`config.mk`:
```
export PLATFORM = sky130hd
export DESIGN_NAME = uart_rx_status
export DESIGN_NICKNAME = d
export VERILOG_FILES = /design/src/rtl/uart_rx_pkg.sv /design/src/rtl/uart_sync.sv /design/src/rtl/uart_rx_fifo.sv /design/src/rtl/uart_rx_status.sv
export SDC_FILE = /design/constraint.sdc
export NUM_CORES = 1
export LEC_CHECK = 0
export ABC_AREA = 1
export BUFFER_PORTS_ARGS = -buffer_cell sky130_fd_sc_hd__buf_2
export CORE_MARGIN = 4
export CORE_UTILIZATION = 50
export DETAILED_ROUTE_END_ITERATION = 8
export GPL_ROUTABILITY_DRIVEN = 1
export PLACE_DENSITY = 0.68
export SLEW_MARGIN = 15
export SYNTH_ARGS = -nofsm -noshare
export SYNTH_HDL_FRONTEND = slang
export SYNTH_SLANG_ARGS = --single-unit
```
`constraint.sdc`:
```
create_clock -name mclk -period 3.2 [get_ports mclk]
set_clock_uncertainty 0.15 [all_clocks]
set_input_delay 0.64 -clock mclk [delete_from_list [all_inputs] [get_ports mclk]]
set_output_delay 0.64 -clock mclk [all_outputs]
set_load 0.005 [all_outputs]
```
`src/rtl/uart_rx_pkg.sv`:
```
// Purpose: shared constants of the uart receive status block
// Assumes: mclk at 250 MHz, sampling clock at 16x the baud rate
// Notes: timing counts derive from times in ns
package uart_rx_pkg;
  localparam int CLK_PERIOD_NS = 4;
  localparam int DATA_MAX_BITS = 9;
  localparam int ERR_BITS = 2;
  localparam int WORD_BITS = DATA_MAX_BITS + ERR_BITS;
  localparam int FRAMING_ERROR_FLAG_POS = 9;
  localparam int PARITY_ERROR_FLAG_POS = 10;
  localparam int FIFO_DEPTH = 4;
  localparam int SYNC_STAGES = 2;
  localparam logic [3:0] PHASE_SAMPLE = 4'h9;
  localparam logic [3:0] PHASE_LAST = 4'hf;
  localparam logic [3:0] DATA_BITS_EIGHT = 4'h8;
  localparam logic [3:0] DATA_BITS_NINE = 4'h9;
  localparam int WAKE_IGNORE_NS = 2000;
  localparam int WAKE_IGNORE_CYCLES = (WAKE_IGNORE_NS + CLK_PERIOD_NS - 1) / CLK_PERIOD_NS;
  localparam int IRQ_PULSE_NS = 64;
  localparam int IRQ_PULSE_CYCLES = IRQ_PULSE_NS / CLK_PERIOD_NS;
  localparam logic [DATA_MAX_BITS-1:0] WORD_RESET = 9'h000;
endpackage

```
`src/rtl/uart_sync.sv`:
```
// Purpose: two flip-flop synchroniser for asynchronous levels
// Assumes: inputs come from outside the mclk domain
// Notes: only the second stage is visible
`timescale 1ns/1ps
module uart_sync #(
  parameter int WIDTH = 2
) (
  // clock and reset
  input wire logic mclk,
  input wire logic rst_b,
  // levels
  input wire logic [WIDTH-1:0] asyncIn,
  output logic [WIDTH-1:0] syncOut
);
  logic [WIDTH-1:0] stageOne_reg;

  initial begin
    if (WIDTH < 1) $error("uart_sync: WIDTH must be at least 1");
  end

  always_ff @(posedge mclk or negedge rst_b) begin
    if (!rst_b) begin
      stageOne_reg <= '1;
      syncOut <= '1;
    end else begin
      stageOne_reg <= asyncIn;
      syncOut <= stageOne_reg;
    end
  end
endmodule

```
`src/rtl/uart_rx_fifo.sv`:
```
// Purpose: receive word buffer with valid and ready on both sides
// Assumes: depth is a power of two
// Notes: head word is shown while outValid is high
`timescale 1ns/1ps
module uart_rx_fifo #(
  parameter int WIDTH = 11,
  parameter int DEPTH = 8
) (
  // clock and reset
  input wire logic mclk,
  input wire logic rst_b,
  // fill side
  input wire logic inValid,
  output logic inReady,
  input wire logic [WIDTH-1:0] inData,
  // drain side
  output logic outValid,
  input wire logic outReady,
  output logic [WIDTH-1:0] outData,
  // fill level
  output logic [$clog2(DEPTH):0] level
);
  localparam int AW = $clog2(DEPTH);
  logic [WIDTH-1:0] mem [DEPTH];
  logic [AW-1:0] wrPtr_reg;
  logic [AW-1:0] rdPtr_reg;
  logic [AW:0] count_reg;
  logic doPush;
  logic doPop;

  initial begin
    if (DEPTH < 2 || (1 << AW) != DEPTH) $error("uart_rx_fifo: DEPTH must be a power of two");
  end

  assign inReady = count_reg != (AW+1)'(DEPTH);
  assign outValid = count_reg != '0;
  assign outData = mem[rdPtr_reg];
  assign level = count_reg;
  assign doPush = inValid && inReady;
  assign doPop = outValid && outReady;

  always_ff @(posedge mclk) begin
    if (doPush) begin
      mem[wrPtr_reg] <= inData;
    end
  end

  always_ff @(posedge mclk or negedge rst_b) begin
    if (!rst_b) begin
      wrPtr_reg <= '0;
      rdPtr_reg <= '0;
      count_reg <= '0;
    end else begin
      if (doPush) wrPtr_reg <= wrPtr_reg + 1'b1;
      if (doPop) rdPtr_reg <= rdPtr_reg + 1'b1;
      if (doPush && !doPop) count_reg <= count_reg + 1'b1;
      else if (doPop && !doPush) count_reg <= count_reg - 1'b1;
    end
  end
endmodule

```
`src/rtl/uart_rx_status.sv`:
```
// Purpose: uart receiver with status flags, host interrupt and power control
// Assumes: bitClk runs at 16x baud; host strobes are one-cycle mclk pulses
// Notes: What this block does is listed below
`timescale 1ns/1ps
module uart_rx_status #(
  parameter int FIFO_DEPTH = uart_rx_pkg::FIFO_DEPTH
) (
  // clock and reset
  input wire logic mclk,
  input wire logic rst_b,
  // link pins
  input wire logic rxPin,
  input wire logic bitClk,
  output logic txForceHigh,
  // configuration
  input wire logic modulePowerEnable,
  input wire logic receiverEnableBit,
  input wire logic receiveIrqEnable,
  input wire logic parityEnable,
  input wire logic parityOdd,
  input wire logic twoStopBits,
  input wire logic nineBitSelect,
  input wire logic addressDetectEnable,
  input wire logic wakeEnable,
  input wire logic txEmptyIrqEnable,
  input wire logic txIdleIrqEnable,
  // transmitter conditions
  input wire logic txEmptyFlag,
  input wire logic txIdleFlag,
  // host strobes
  input wire logic statusAccess,
  input wire logic fifoRead,
  // status
  output logic receiverIdleFlag,
  output logic receiveDataFlag,
  output logic overrunFlag,
  output logic noiseFlag,
  output logic framingErrorFlag,
  output logic parityErrorFlag,
  output logic [uart_rx_pkg::DATA_MAX_BITS-1:0] rxWord,
  output logic rxWordValid,
  // host interrupt and wake
  output logic hostIrq_b,
  output logic wakeUp
);
  typedef enum logic [2:0] {
    ST_IDLE = 3'b000,
    ST_START = 3'b001,
    ST_DATA = 3'b010,
    ST_PARITY = 3'b011,
    ST_STOP = 3'b100,
    ST_WAIT_HIGH = 3'b101
  } rx_state_t;

  localparam int WB = uart_rx_pkg::WORD_BITS;
  localparam int LW = $clog2(FIFO_DEPTH) + 1;
  localparam logic [9:0] WAKE_CNT = 10'(uart_rx_pkg::WAKE_IGNORE_CYCLES);
  localparam logic [4:0] IRQ_CNT = 5'(uart_rx_pkg::IRQ_PULSE_CYCLES);

  initial begin
    if (FIFO_DEPTH < 2) $error("uart_rx_status: FIFO_DEPTH too small");
  end

  logic [1:0] syncOut;
  logic rxLine;
  logic bitClkS;
  logic bitClkPrev_reg;
  logic tick;
  logic rxPrev_reg;
  rx_state_t state_reg;
  logic [3:0] phase_reg;
  logic [3:0] bitIdx_reg;
  logic stopIdx_reg;
  logic [2:0] window_reg;
  logic bitVal;
  logic bitNoisy;
  logic sampleNow;
  logic bitEnd;
  logic [uart_rx_pkg::DATA_MAX_BITS-1:0] shift_reg;
  logic parityAcc_reg;
  logic frameNoise_reg;
  logic frameFerr_reg;
  logic framePerr_reg;
  logic [3:0] dataBits;
  logic frameDone;
  logic [WB-1:0] doneWord;
  logic [uart_rx_pkg::DATA_MAX_BITS-1:0] doneData;
  logic doneFerr;
  logic fifoInReady;
  logic fifoOutValid;
  logic [WB-1:0] fifoOutData;
  logic [LW-1:0] fifoLevel;
  logic pushWord;
  logic overrunEvent;
  logic popWord;
  logic clearSeq;
  logic armed_reg;
  logic rxRun;
  logic wakeArmed_reg;
  logic [9:0] ignore_reg;
  logic wakeEvent;
  logic txEmptyPrev_reg;
  logic txIdlePrev_reg;
  logic irqEvent;
  logic [4:0] irqCnt_reg;
  logic topBit;

  uart_sync #(.WIDTH(uart_rx_pkg::SYNC_STAGES)) u_sync (
    .mclk(mclk),
    .rst_b(rst_b),
    .asyncIn({bitClk, rxPin}),
    .syncOut(syncOut)
  );
  assign rxLine = syncOut[0];
  assign bitClkS = syncOut[1];
  assign tick = bitClkS && !bitClkPrev_reg;

  // receiver runs only powered, enabled and past the ignore interval that follows a wake event
  assign rxRun = modulePowerEnable && receiverEnableBit && (ignore_reg == '0);
  assign sampleNow = tick && (phase_reg == uart_rx_pkg::PHASE_SAMPLE);
  assign bitEnd = tick && (phase_reg == uart_rx_pkg::PHASE_LAST);
  // majority of three oversamples; disagreement marks noise
  assign bitVal = (window_reg[0] & window_reg[1]) | (window_reg[1] & window_reg[2]) |
                  (window_reg[0] & window_reg[2]);
  assign bitNoisy = !(&window_reg) && (|window_reg);
  assign dataBits = nineBitSelect ? uart_rx_pkg::DATA_BITS_NINE : uart_rx_pkg::DATA_BITS_EIGHT;
  assign frameDone = (state_reg == ST_STOP) && sampleNow && (stopIdx_reg == twoStopBits);
  assign doneFerr = frameFerr_reg || !bitVal;
  assign doneData = nineBitSelect ? shift_reg : {1'b0, shift_reg[8:1]};
  assign doneWord = {framePerr_reg, doneFerr, doneData};

  always_ff @(posedge mclk or negedge rst_b) begin
    if (!rst_b) begin
      bitClkPrev_reg <= 1'b1;
      rxPrev_reg <= 1'b1;
    end else begin
      bitClkPrev_reg <= bitClkS;
      rxPrev_reg <= rxLine;
    end
  end

  always_ff @(posedge mclk or negedge rst_b) begin
    if (!rst_b) begin
      state_reg <= ST_IDLE;
      phase_reg <= '0;
      bitIdx_reg <= '0;
      stopIdx_reg <= 1'b0;
      window_reg <= 3'h7;
    end else if (!rxRun) begin
      state_reg <= ST_IDLE;
      phase_reg <= '0;
      window_reg <= 3'h7;
    end else if (tick) begin
      window_reg <= {window_reg[1:0], rxLine};
      phase_reg <= phase_reg + 1'b1;
      unique case (state_reg)
        ST_IDLE: begin
          phase_reg <= '0;
          if (!rxLine) begin
            state_reg <= ST_START;
            phase_reg <= 4'h1;
          end
        end
        ST_START: begin
          if (sampleNow && bitVal) state_reg <= ST_IDLE;
          else if (bitEnd) begin
            state_reg <= ST_DATA;
            bitIdx_reg <= '0;
          end
        end
        ST_DATA: begin
          if (bitEnd) begin
            bitIdx_reg <= bitIdx_reg + 1'b1;
            if (bitIdx_reg == dataBits - 4'h1) begin
              state_reg <= parityEnable ? ST_PARITY : ST_STOP;
              stopIdx_reg <= 1'b0;
            end
          end
        end
        ST_PARITY: begin
          if (bitEnd) begin
            state_reg <= ST_STOP;
            stopIdx_reg <= 1'b0;
          end
        end
        ST_STOP: begin
          if (frameDone) begin
            state_reg <= doneFerr ? ST_WAIT_HIGH : ST_IDLE;
            phase_reg <= '0;
          end else if (bitEnd) begin
            stopIdx_reg <= 1'b1;
          end
        end
        ST_WAIT_HIGH: begin
          phase_reg <= '0;
          if (rxLine) state_reg <= ST_IDLE;
        end
      endcase
    end
  end

  // frame content and its per-frame error marks
  always_ff @(posedge mclk or negedge rst_b) begin
    if (!rst_b) begin
      shift_reg <= uart_rx_pkg::WORD_RESET;
      parityAcc_reg <= 1'b0;
      frameNoise_reg <= 1'b0;
      frameFerr_reg <= 1'b0;
      framePerr_reg <= 1'b0;
    end else if (state_reg == ST_IDLE) begin
      parityAcc_reg <= 1'b0;
      frameNoise_reg <= 1'b0;
      frameFerr_reg <= 1'b0;
      framePerr_reg <= 1'b0;
    end else if (sampleNow) begin
      if (bitNoisy) frameNoise_reg <= 1'b1;
      if (state_reg == ST_DATA) begin
        shift_reg <= {bitVal, shift_reg[8:1]};
        parityAcc_reg <= parityAcc_reg ^ bitVal;
      end
      if (state_reg == ST_PARITY) framePerr_reg <= (parityAcc_reg ^ bitVal) != parityOdd;
      if (state_reg == ST_STOP && !bitVal) frameFerr_reg <= 1'b1;
    end
  end

  // receiver idle between stop sample and next start detect
  always_ff @(posedge mclk or negedge rst_b) begin
    if (!rst_b) receiverIdleFlag <= 1'b1;
    else if (frameDone || (rxRun && sampleNow && state_reg == ST_START && bitVal)) receiverIdleFlag <= 1'b1;
    else if (tick && rxRun && state_reg == ST_IDLE && !rxLine) receiverIdleFlag <= 1'b0;
  end

  assign pushWord = frameDone && fifoInReady;
  assign overrunEvent = frameDone && !fifoInReady;
  assign popWord = fifoRead && fifoOutValid;
  assign clearSeq = fifoRead && armed_reg;

  uart_rx_fifo #(.WIDTH(WB), .DEPTH(FIFO_DEPTH)) u_fifo (
    .mclk(mclk),
    .rst_b(rst_b),
    .inValid(frameDone),
    .inReady(fifoInReady),
    .inData(doneWord),
    .outValid(fifoOutValid),
    .outReady(fifoRead),
    .outData(fifoOutData),
    .level(fifoLevel)
  );

  // clear sequence: a status access arms, the next buffer read clears
  always_ff @(posedge mclk or negedge rst_b) begin
    if (!rst_b) armed_reg <= 1'b0;
    else if (statusAccess) armed_reg <= 1'b1;
    else if (fifoRead) armed_reg <= 1'b0;
  end

  // sticky flags; a set in the clearing cycle wins
  always_ff @(posedge mclk or negedge rst_b) begin
    if (!rst_b) begin
      receiveDataFlag <= 1'b0;
      overrunFlag <= 1'b0;
      noiseFlag <= 1'b0;
    end else begin
      if (pushWord) receiveDataFlag <= 1'b1;
      else if (clearSeq && (!popWord || fifoLevel == LW'(1))) receiveDataFlag <= 1'b0;
      if (overrunEvent) overrunFlag <= 1'b1;
      else if (clearSeq) overrunFlag <= 1'b0;
      if (pushWord && frameNoise_reg) noiseFlag <= 1'b1;
      else if (clearSeq) noiseFlag <= 1'b0;
    end
  end

  // head of buffer with its stored error marks
  always_ff @(posedge mclk or negedge rst_b) begin
    if (!rst_b) begin
      rxWord <= uart_rx_pkg::WORD_RESET;
      rxWordValid <= 1'b0;
      framingErrorFlag <= 1'b0;
      parityErrorFlag <= 1'b0;
    end else begin
      rxWord <= fifoOutData[uart_rx_pkg::DATA_MAX_BITS-1:0];
      rxWordValid <= fifoOutValid;
      framingErrorFlag <= fifoOutValid && fifoOutData[uart_rx_pkg::FRAMING_ERROR_FLAG_POS];
      parityErrorFlag <= fifoOutValid && fifoOutData[uart_rx_pkg::PARITY_ERROR_FLAG_POS];
    end
  end

  // wake arming is captured while powered; flags and configuration untouched
  always_ff @(posedge mclk or negedge rst_b) begin
    if (!rst_b) wakeArmed_reg <= 1'b0;
    else if (modulePowerEnable) wakeArmed_reg <= wakeEnable && receiverEnableBit && receiveIrqEnable;
    else if (wakeEvent) wakeArmed_reg <= 1'b0;
  end

  assign wakeEvent = !modulePowerEnable && wakeArmed_reg && rxPrev_reg && !rxLine;

  always_ff @(posedge mclk or negedge rst_b) begin
    if (!rst_b) begin
      wakeUp <= 1'b0;
      ignore_reg <= '0;
      txForceHigh <= 1'b1;
    end else begin
      wakeUp <= wakeEvent;
      txForceHigh <= !modulePowerEnable;
      if (wakeEvent) ignore_reg <= WAKE_CNT;
      else if (ignore_reg != '0) ignore_reg <= ignore_reg - 1'b1;
    end
  end

  // interrupt sources and address qualifier
  assign topBit = nineBitSelect ? doneData[8] : doneData[7];
  assign irqEvent = (receiveIrqEnable && pushWord && (!addressDetectEnable || topBit)) ||
                    (receiveIrqEnable && overrunEvent) ||
                    (txEmptyIrqEnable && txEmptyFlag && !txEmptyPrev_reg) ||
                    (txIdleIrqEnable && txIdleFlag && !txIdlePrev_reg) ||
                    wakeEvent;

  always_ff @(posedge mclk or negedge rst_b) begin
    if (!rst_b) begin
      txEmptyPrev_reg <= 1'b0;
      txIdlePrev_reg <= 1'b0;
      irqCnt_reg <= '0;
      hostIrq_b <= 1'b1;
    end else begin
      txEmptyPrev_reg <= txEmptyFlag;
      txIdlePrev_reg <= txIdleFlag;
      if (irqEvent) irqCnt_reg <= IRQ_CNT;
      else if (irqCnt_reg != '0) irqCnt_reg <= irqCnt_reg - 1'b1;
      hostIrq_b <= !(irqEvent || irqCnt_reg > 5'h1);
    end
  end
endmodule

```
==> impl_metrics.py, run 1 <==
metrics = {
    "status": {
        "outcome": "finished, final reports clean",
    },
    "detailed_routing": {
        "drtPass1Iterations": 6,
        "drc": 0,
        "wirelength_um": 10340,
        "via_count": 3885,
        "ant_nets": 0,
        "drt_iter0_drc": 281,
        "wl_per_cell_um": 13.79,
        "post_drt_via_cell_ratio": 5.180,
    },
    "yosys": {
        "synth_fp_nets": 584,
        "synth_seq_cells": 123,
        "yosys_warnings": 0,
        "synth_area_um2": 5471,
        "syn_area_per_cell_um2": 9.984,
        "synth_cell_types": 35,
        "syn_inst": 548,
        "synth-seq-area-share_pct": 60.55,
    },
    "global_route": {
        "grt_max_degree": 76,
        "grt-ovfl-total": 0,
        "grt_pass1_vias": 3866,
        "track_usage_pct": 17.80,
        "antenna_found_initial": 0,
        "grt_pass1_wl_um": 18230,
    },
    "worst_setup_path": {
        "crit_path_max_fanout": 6,
        "start_kind": "register",
        "crit_type": "register to register",
        "crit_arrival_ns": 2.53,
        "endpoint_kind": "register",
        "required_ns": 3.45,
    },
    "timing": {
        "timing.final.crit_share_pct": 71.17,
        "rsz0062_at_grt": "false",
        "slew_headroom_pct": 37.81,
        "setup-tns-final_ns": 0,
        "hold_viol_final": 0,
        "finalSetupViolations": 0,
        "drv_slew": 0,
        "fmax_mhz": 439.1,
        "period_minus_slack_ns": 2.277,
        "worst_pin_slew_ns": 0.9328,
    },
    "floorplan": {
        "std_cell_rows": 37,
        "start_util_pct": 52.07,
        "core-area_um2": 10510,
        "num_io_pins": 38,
        "die_h_um": 112.6,
        "die-width_um": 112.6,
        "dieArea_um2": 12680,
    },
    "placement": {
        "io_buffers": 37,
        "place_congestion": 0.8518,
        "dpl.hpwl_um": 7321,
    },
    "clocking": {
        "clockBufferDepth": 2,
        "cts-buffers-inserted": 17,
        "cts.clk_slew.worst_paths_ns": 0.06,
        "clock-sinks": 123,
        "h-tree-depth": 4,
        "post_cts_buffers": 0,
        "clk_latency_ns": 0.51,
        "cts_resized": 0,
        "tritoncts": "done",
        "cts_hold_buf": 0,
        "clock-root-buffer": "clkbuf_8",
    },
    "run": {
        "maxCapViolations": 0,
    },
    "final_layout": {
        "postLayoutCoreUtil_pct": 61.04,
        "synthToLayoutAreaGrowth_pct": 17.24,
        "final_common_cell": "nand2_1",
        "layout_common_cells": "85 x nand2_1, 71 x inv_1, 67 x dfrtp_1",
        "fin_nets": 637,
        "fillers": 864,
        "diodes": 0,
        "largest_reg_flops": 44,
        "drive_gt1_share_pct": 18.73,
    },
    "worst_hold_path": {
        "hold_class": "input pin to register",
    },
    "power_and_ir_drop": {
        "vdd_drop_max_uv": 387.0,
        "power.density_nw_per_um2": 625.5,
        "p_leak_uw": 0.002888,
    },
}
==> final cells by class <==
class | count | area, µm² | area share [%]
Sequential cell | 123 | 3313 | 51.65
Multi-Input combinational cell | 341 | 1839 | 28.67
Clock buffer | 17 | 414.1 | 6.456
Inverter | 75 | 281.5 | 4.389
Timing Repair Buffer | 43 | 232.7 | 3.628
Tap cell | 136 | 170.2 | 2.653
Clock inverter | 15 | 163.9 | 2.555
==> per-layer routing <==
| layer | up-vias | share of wire (%) | GRT usage, % |
|---|---|---|---|
| li1 | 1928 | - | - |
| met1 | 1818 | 46 | 23.78 |
| met2 | 116 | 47 | 27.92 |
| met3 | 23 | 4.9 | 4.582 |
| met4 | 0 | 2.0 | 7.051 |
| met5 | - | 0 | 0 |
==> Yosys cell counts <==
master	n	area share [%]
a211o_1	2	0.32
a211oi_1	1	0.14
a21oi_1	15	1.4
a21oi_2	1	0.16
a31oi_1	3	0.34
buf_4	1	0.14
clkbuf_1	8	0.55
dfrtp_1	67	31
dfstp_2	12	5.8
edfxtp_1	44	24
ha_1	17	3.9
inv_1	71	4.9
inv_2	4	0.27
nand2_1	85	5.8
nand2_2	4	0.46
nand3_1	19	1.7
nand3_2	3	0.55
nand3b_1	1	0.14
nand4_1	7	0.80
nor2_1	66	4.5
nor2_2	7	0.80
nor2_4	4	0.82
nor3_1	6	0.55
nor3_2	1	0.18
nor3_4	1	0.30
nor4_1	2	0.23
o211ai_1	2	0.27
o21ai_0	58	5.3
o21ai_1	1	0.091
o21ai_2	1	0.16
o21bai_1	1	0.14
o22ai_1	15	1.7
or2_2	2	0.23
xnor2_1	5	0.80
xor2_1	11	1.8
==> power by group <==
| group | switching [µW] | internal [µW] |
|---|---|---|
| registers | 77.2 | 1730 |
| logic | 224 | 152 |
| clock network | 713 | 1120 |
==> stage by stage <==
step	setup slack [ns]	hold WS, ns	std cells	cell area (µm²)	power, µW
after floorplan	0.9349	0.1944	548	5472	2097
after global placement	0.9042	0.1979	718	5837	2187
after detailed placement	0.8704	0.2036	718	5837	2208
after CTS	0.9133	0.04755	750	6415	4051
after global routing	0.7665	0.04725	750	6415	4217
final	0.9227	0.06859	750	6415	4012
==> kinds of logic (layout without fill, tap and decap cells) <==
| group | after synthesis | in the layout | share of synthesized area [%] |
|---|---|---|---|
| compound gates | 100 | 100 | 10.02 |
| fa+ha+maj | 17 | 17 | 3.887 |
| simple gates | 208 | 208 | 17.15 |
| xor+xnor | 16 | 16 | 2.561 |
| buf+inv | 84 | 150 | 5.831 |
| flops | 123 | 123 | 60.55 |
==> worst max-delay path, stage by stage, from the launching register on <==
cell and delay [ns]:
dfrtp_1 0.40, inv_1 0.08, ha_1 0.16, nand3_2 0.14
nor2_4 0.18, nand3_2 0.17, nor2_4 0.18, ha_1 0.30
nor2_1 0.12, o21ai_0 0.10, xor2_1 0.13, inv_1 0.05
==> path summary, 6_finish.rpt <==
kind	startpoint	end	slack, ns	cells past startpoint
min reg2reg	u_sync.stageOne_reg[0]$_DFF_PN1_	u_sync.syncOut[0]$_DFF_PN1_	0.21	0
min	rxPin	u_sync.stageOne_reg[0]$_DFF_PN1_	0.07	1
max in group asynchronous	rst_b	rxPrev_reg$_DFF_PN1_	2.05	2
min in group asynchronous	rst_b	u_fifo.rdPtr_reg[1]$_DFFE_PN0P_	0.11	1
max reg2reg	phase_reg[1]$_DFFE_PN0N_	u_fifo.level[2]$_DFFE_PN0P_	0.92	11
max	phase_reg[1]$_DFFE_PN0N_	u_fifo.level[2]$_DFFE_PN0P_	0.92	11
No activity file was read; power rests on OpenSTA's default activity.
==> run 2: changes to the inputs <==
- PLACE_DENSITY: 0.68 -> 0.71
- clock period: 3.2 -> 1.9 ns (I/O delays scaled with it)
==> impl_metrics.py, run 2 (same netlist as run 1, synthesis figures left out) <==
metrics = {
    "status": {
        "outcome": "complete, but fails checks",
        "violations": "negative setup slack",
    },
    "worst_setup_path": {
        "required_ns": 1.97,
        "r2r_start": "phase_reg[1]$_DFFE_PN0N_",
        "cp_slowest_cell": "dfrtp_1",
        "path_buf_inv": 3,
        "start_kind": "register",
        "cp_cell_sequence": "inv_2, ha_4, nand3_4, nor2_4, nand3_4, nor2_4, inv_1, nor2_4, buf_12",
        "crit_type": "register to register",
        "crit_path_max_fanout": 11,
        "startpoint": "phase_reg[1]$_DFFE_PN0N_",
        "path_delay_family": "simple AND/OR/NAND/NOR gates",
        "endpoint_kind": "register",
        "critPathMostFrequentCell": "nor2_4",
        "crit_arrival_ns": 2.07,
        "cpPeakStageDelay_ns": 0.38,
    },
    "timing": {
        "rsz0062_at_grt": "true",
        "drv_slew": 0,
        "worst_slack_ns": -0.09722,
        "period_minus_slack_ns": 1.997,
        "slew_headroom_pct": 58.41,
        "fmax_mhz": 500.7,
        "timing.final.crit_share_pct": 105.1,
        "hold_viol_final": 0,
        "finalSetupViolations": 48,
        "worst_pin_slew_ns": 0.6232,
    },
    "worst_hold_path": {
        "hold_class": "input pin to register",
        "worstHoldStart": "fifoRead",
    },
    "clocking": {
        "cts-buffers-inserted": 17,
        "h-tree-depth": 4,
        "clockBufferDepth": 2,
        "clock-sinks": 123,
        "cts.clk_slew.worst_paths_ns": 0.06,
        "clk_latency_ns": 0.51,
        "clock-root-buffer": "clkbuf_8",
        "tritoncts": "done",
    },
    "placement": {
        "place_congestion": 0.8918,
        "place_ws_ns": -0.1012,
        "dp.cells": 746,
        "io_buffers": 37,
        "dpl.hpwl_um": 7787,
        "dpl_cell_area_um2": 6135,
    },
    "run": {
        "maxCapViolations": 0,
    },
    "power_and_ir_drop": {
        "swShare_pct": 24.76,
        "comb_power_share_pct": 10.2,
        "p_seq_share_pct": 45.4,
        "p_leak_uw": 0.003112,
        "switchingPower_uw": 1656,
        "vdd_drop_max_uv": 575.8,
        "power.density_nw_per_um2": 956.1,
        "pwr-share-clk_pct": 44.4,
        "p_int_uw": 5032,
        "total_power_uw": 6687,
    },
    "detailed_routing": {
        "wirelength_um": 11770,
        "wl_per_cell_um": 14.77,
        "drtPass1Iterations": 8,
        "ant_nets": 0,
        "drc": 0,
        "via_count": 4180,
        "drt_iter0_drc": 203,
        "post_drt_via_cell_ratio": 5.245,
    },
    "final_layout": {
        "drive_gt1_share_pct": 26.32,
        "diodes": 0,
        "multiInputGateArea_um2": 1992,
        "final_common_cell": "nand2_1",
        "fillers": 761,
        "postLayoutCoreUtil_pct": 66.56,
        "fin_nets": 684,
        "layout_common_cells": "80 x nand2_1, 69 x inv_1, 67 x dfrtp_1",
        "stdcell_area_um2": 6994,
        "largest_reg_flops": 44,
        "synthToLayoutAreaGrowth_pct": 27.83,
        "fin_cells": 797,
        "regArea_um2": 3313,
    },
    "floorplan": {
        "die_h_um": 112.6,
        "core-area_um2": 10510,
        "start_util_pct": 52.07,
        "dieArea_um2": 12680,
        "num_io_pins": 38,
        "die-width_um": 112.6,
        "std_cell_rows": 37,
    },
    "global_route": {
        "grt_pass1_vias": 4178,
        "antenna_found_initial": 0,
        "grt_pass1_wl_um": 19340,
        "grt_max_degree": 36,
        "track_usage_pct": 19.06,
        "grt-ovfl-total": 0,
    },
}
run 2: tightest hold or removal path: cells and delay by family:
kind | cells | cell delay (ns)
buf+inv | 1 | 0.12
simple gates | 1 | 0.08
compound gates | 1 | 0.07
run 2: path summary, 6_finish.rpt:
kind / endpoint / slack [ns] / depth (start not counted)
worst max-delay path: u_fifo.mem[3][8]$_DFFE_PP_ / -0.1 / 9
worst min-delay path: u_fifo.rdPtr_reg[0]$_DFFE_PN0P_ / 0.02 / 3
worst max register to register: u_fifo.mem[3][8]$_DFFE_PP_ / -0.1 / 9
worst min register to register: u_sync.syncOut[0]$_DFF_PN1_ / 0.21 / 0
max in group asynchronous: bitClkPrev_reg$_DFF_PN1_ / 0.75 / 3
min in group asynchronous: framingErrorFlag$_DFF_PN0_ / 0.23 / 2
run 2: through the flow:
stage	hold slack [ns]	setup TNS [ns]
2_1_floorplan	-0.06559	-5.377
3_3_place_gp	0.2001	-0.6306
3_5_place_dp	0.1970	-3.277
4_1_cts	0.009213	-3.361
5_1_grt	0.02909	-9.367
6_report	0.02355	-3.654
run 2: repair_timing:
| item | in CTS | in global routing |
|---|---|---|
| hold buffers | 9 | 0 |
| setup buffers | 4 | 5 |
| pin swaps | 2 | 16 |
| endpoints found under the setup margin | 46 | 67 |
| cloned | 0 | 2 |
| gates resized for setup | 8 | 32 |
| hold endpoints to repair | 34 | 0 |
run 2: area by class of cell:
class,instances,share of cell area [%]
clock inverters,14,1.878
repair buffers,90,9.767
inverters,75,4.097
clock buffers,18,5.975
well taps,136,2.433
flip-flops and latches,123,47.37
multi-input cells,341,28.48
run 2: power by group through the flow:
stage               combinational [µW]  sequential, µW  clock (µW)
detailed placement                 661            3080           0
floorplan                          481            3050           0
global placement                   622            3070           0
finish                             683            3040        2970
CTS                                678            3030        3010
global route                       796            3060        3150
run 2: metal layers:
metal	part of all wire, %	GRT usage (%)	wire length [µm]
met3	4.7	4.690	557
met1	41	23.24	4869
met4	2.6	8.253	311
met5	0	0	0
met2	51	32.19	6031
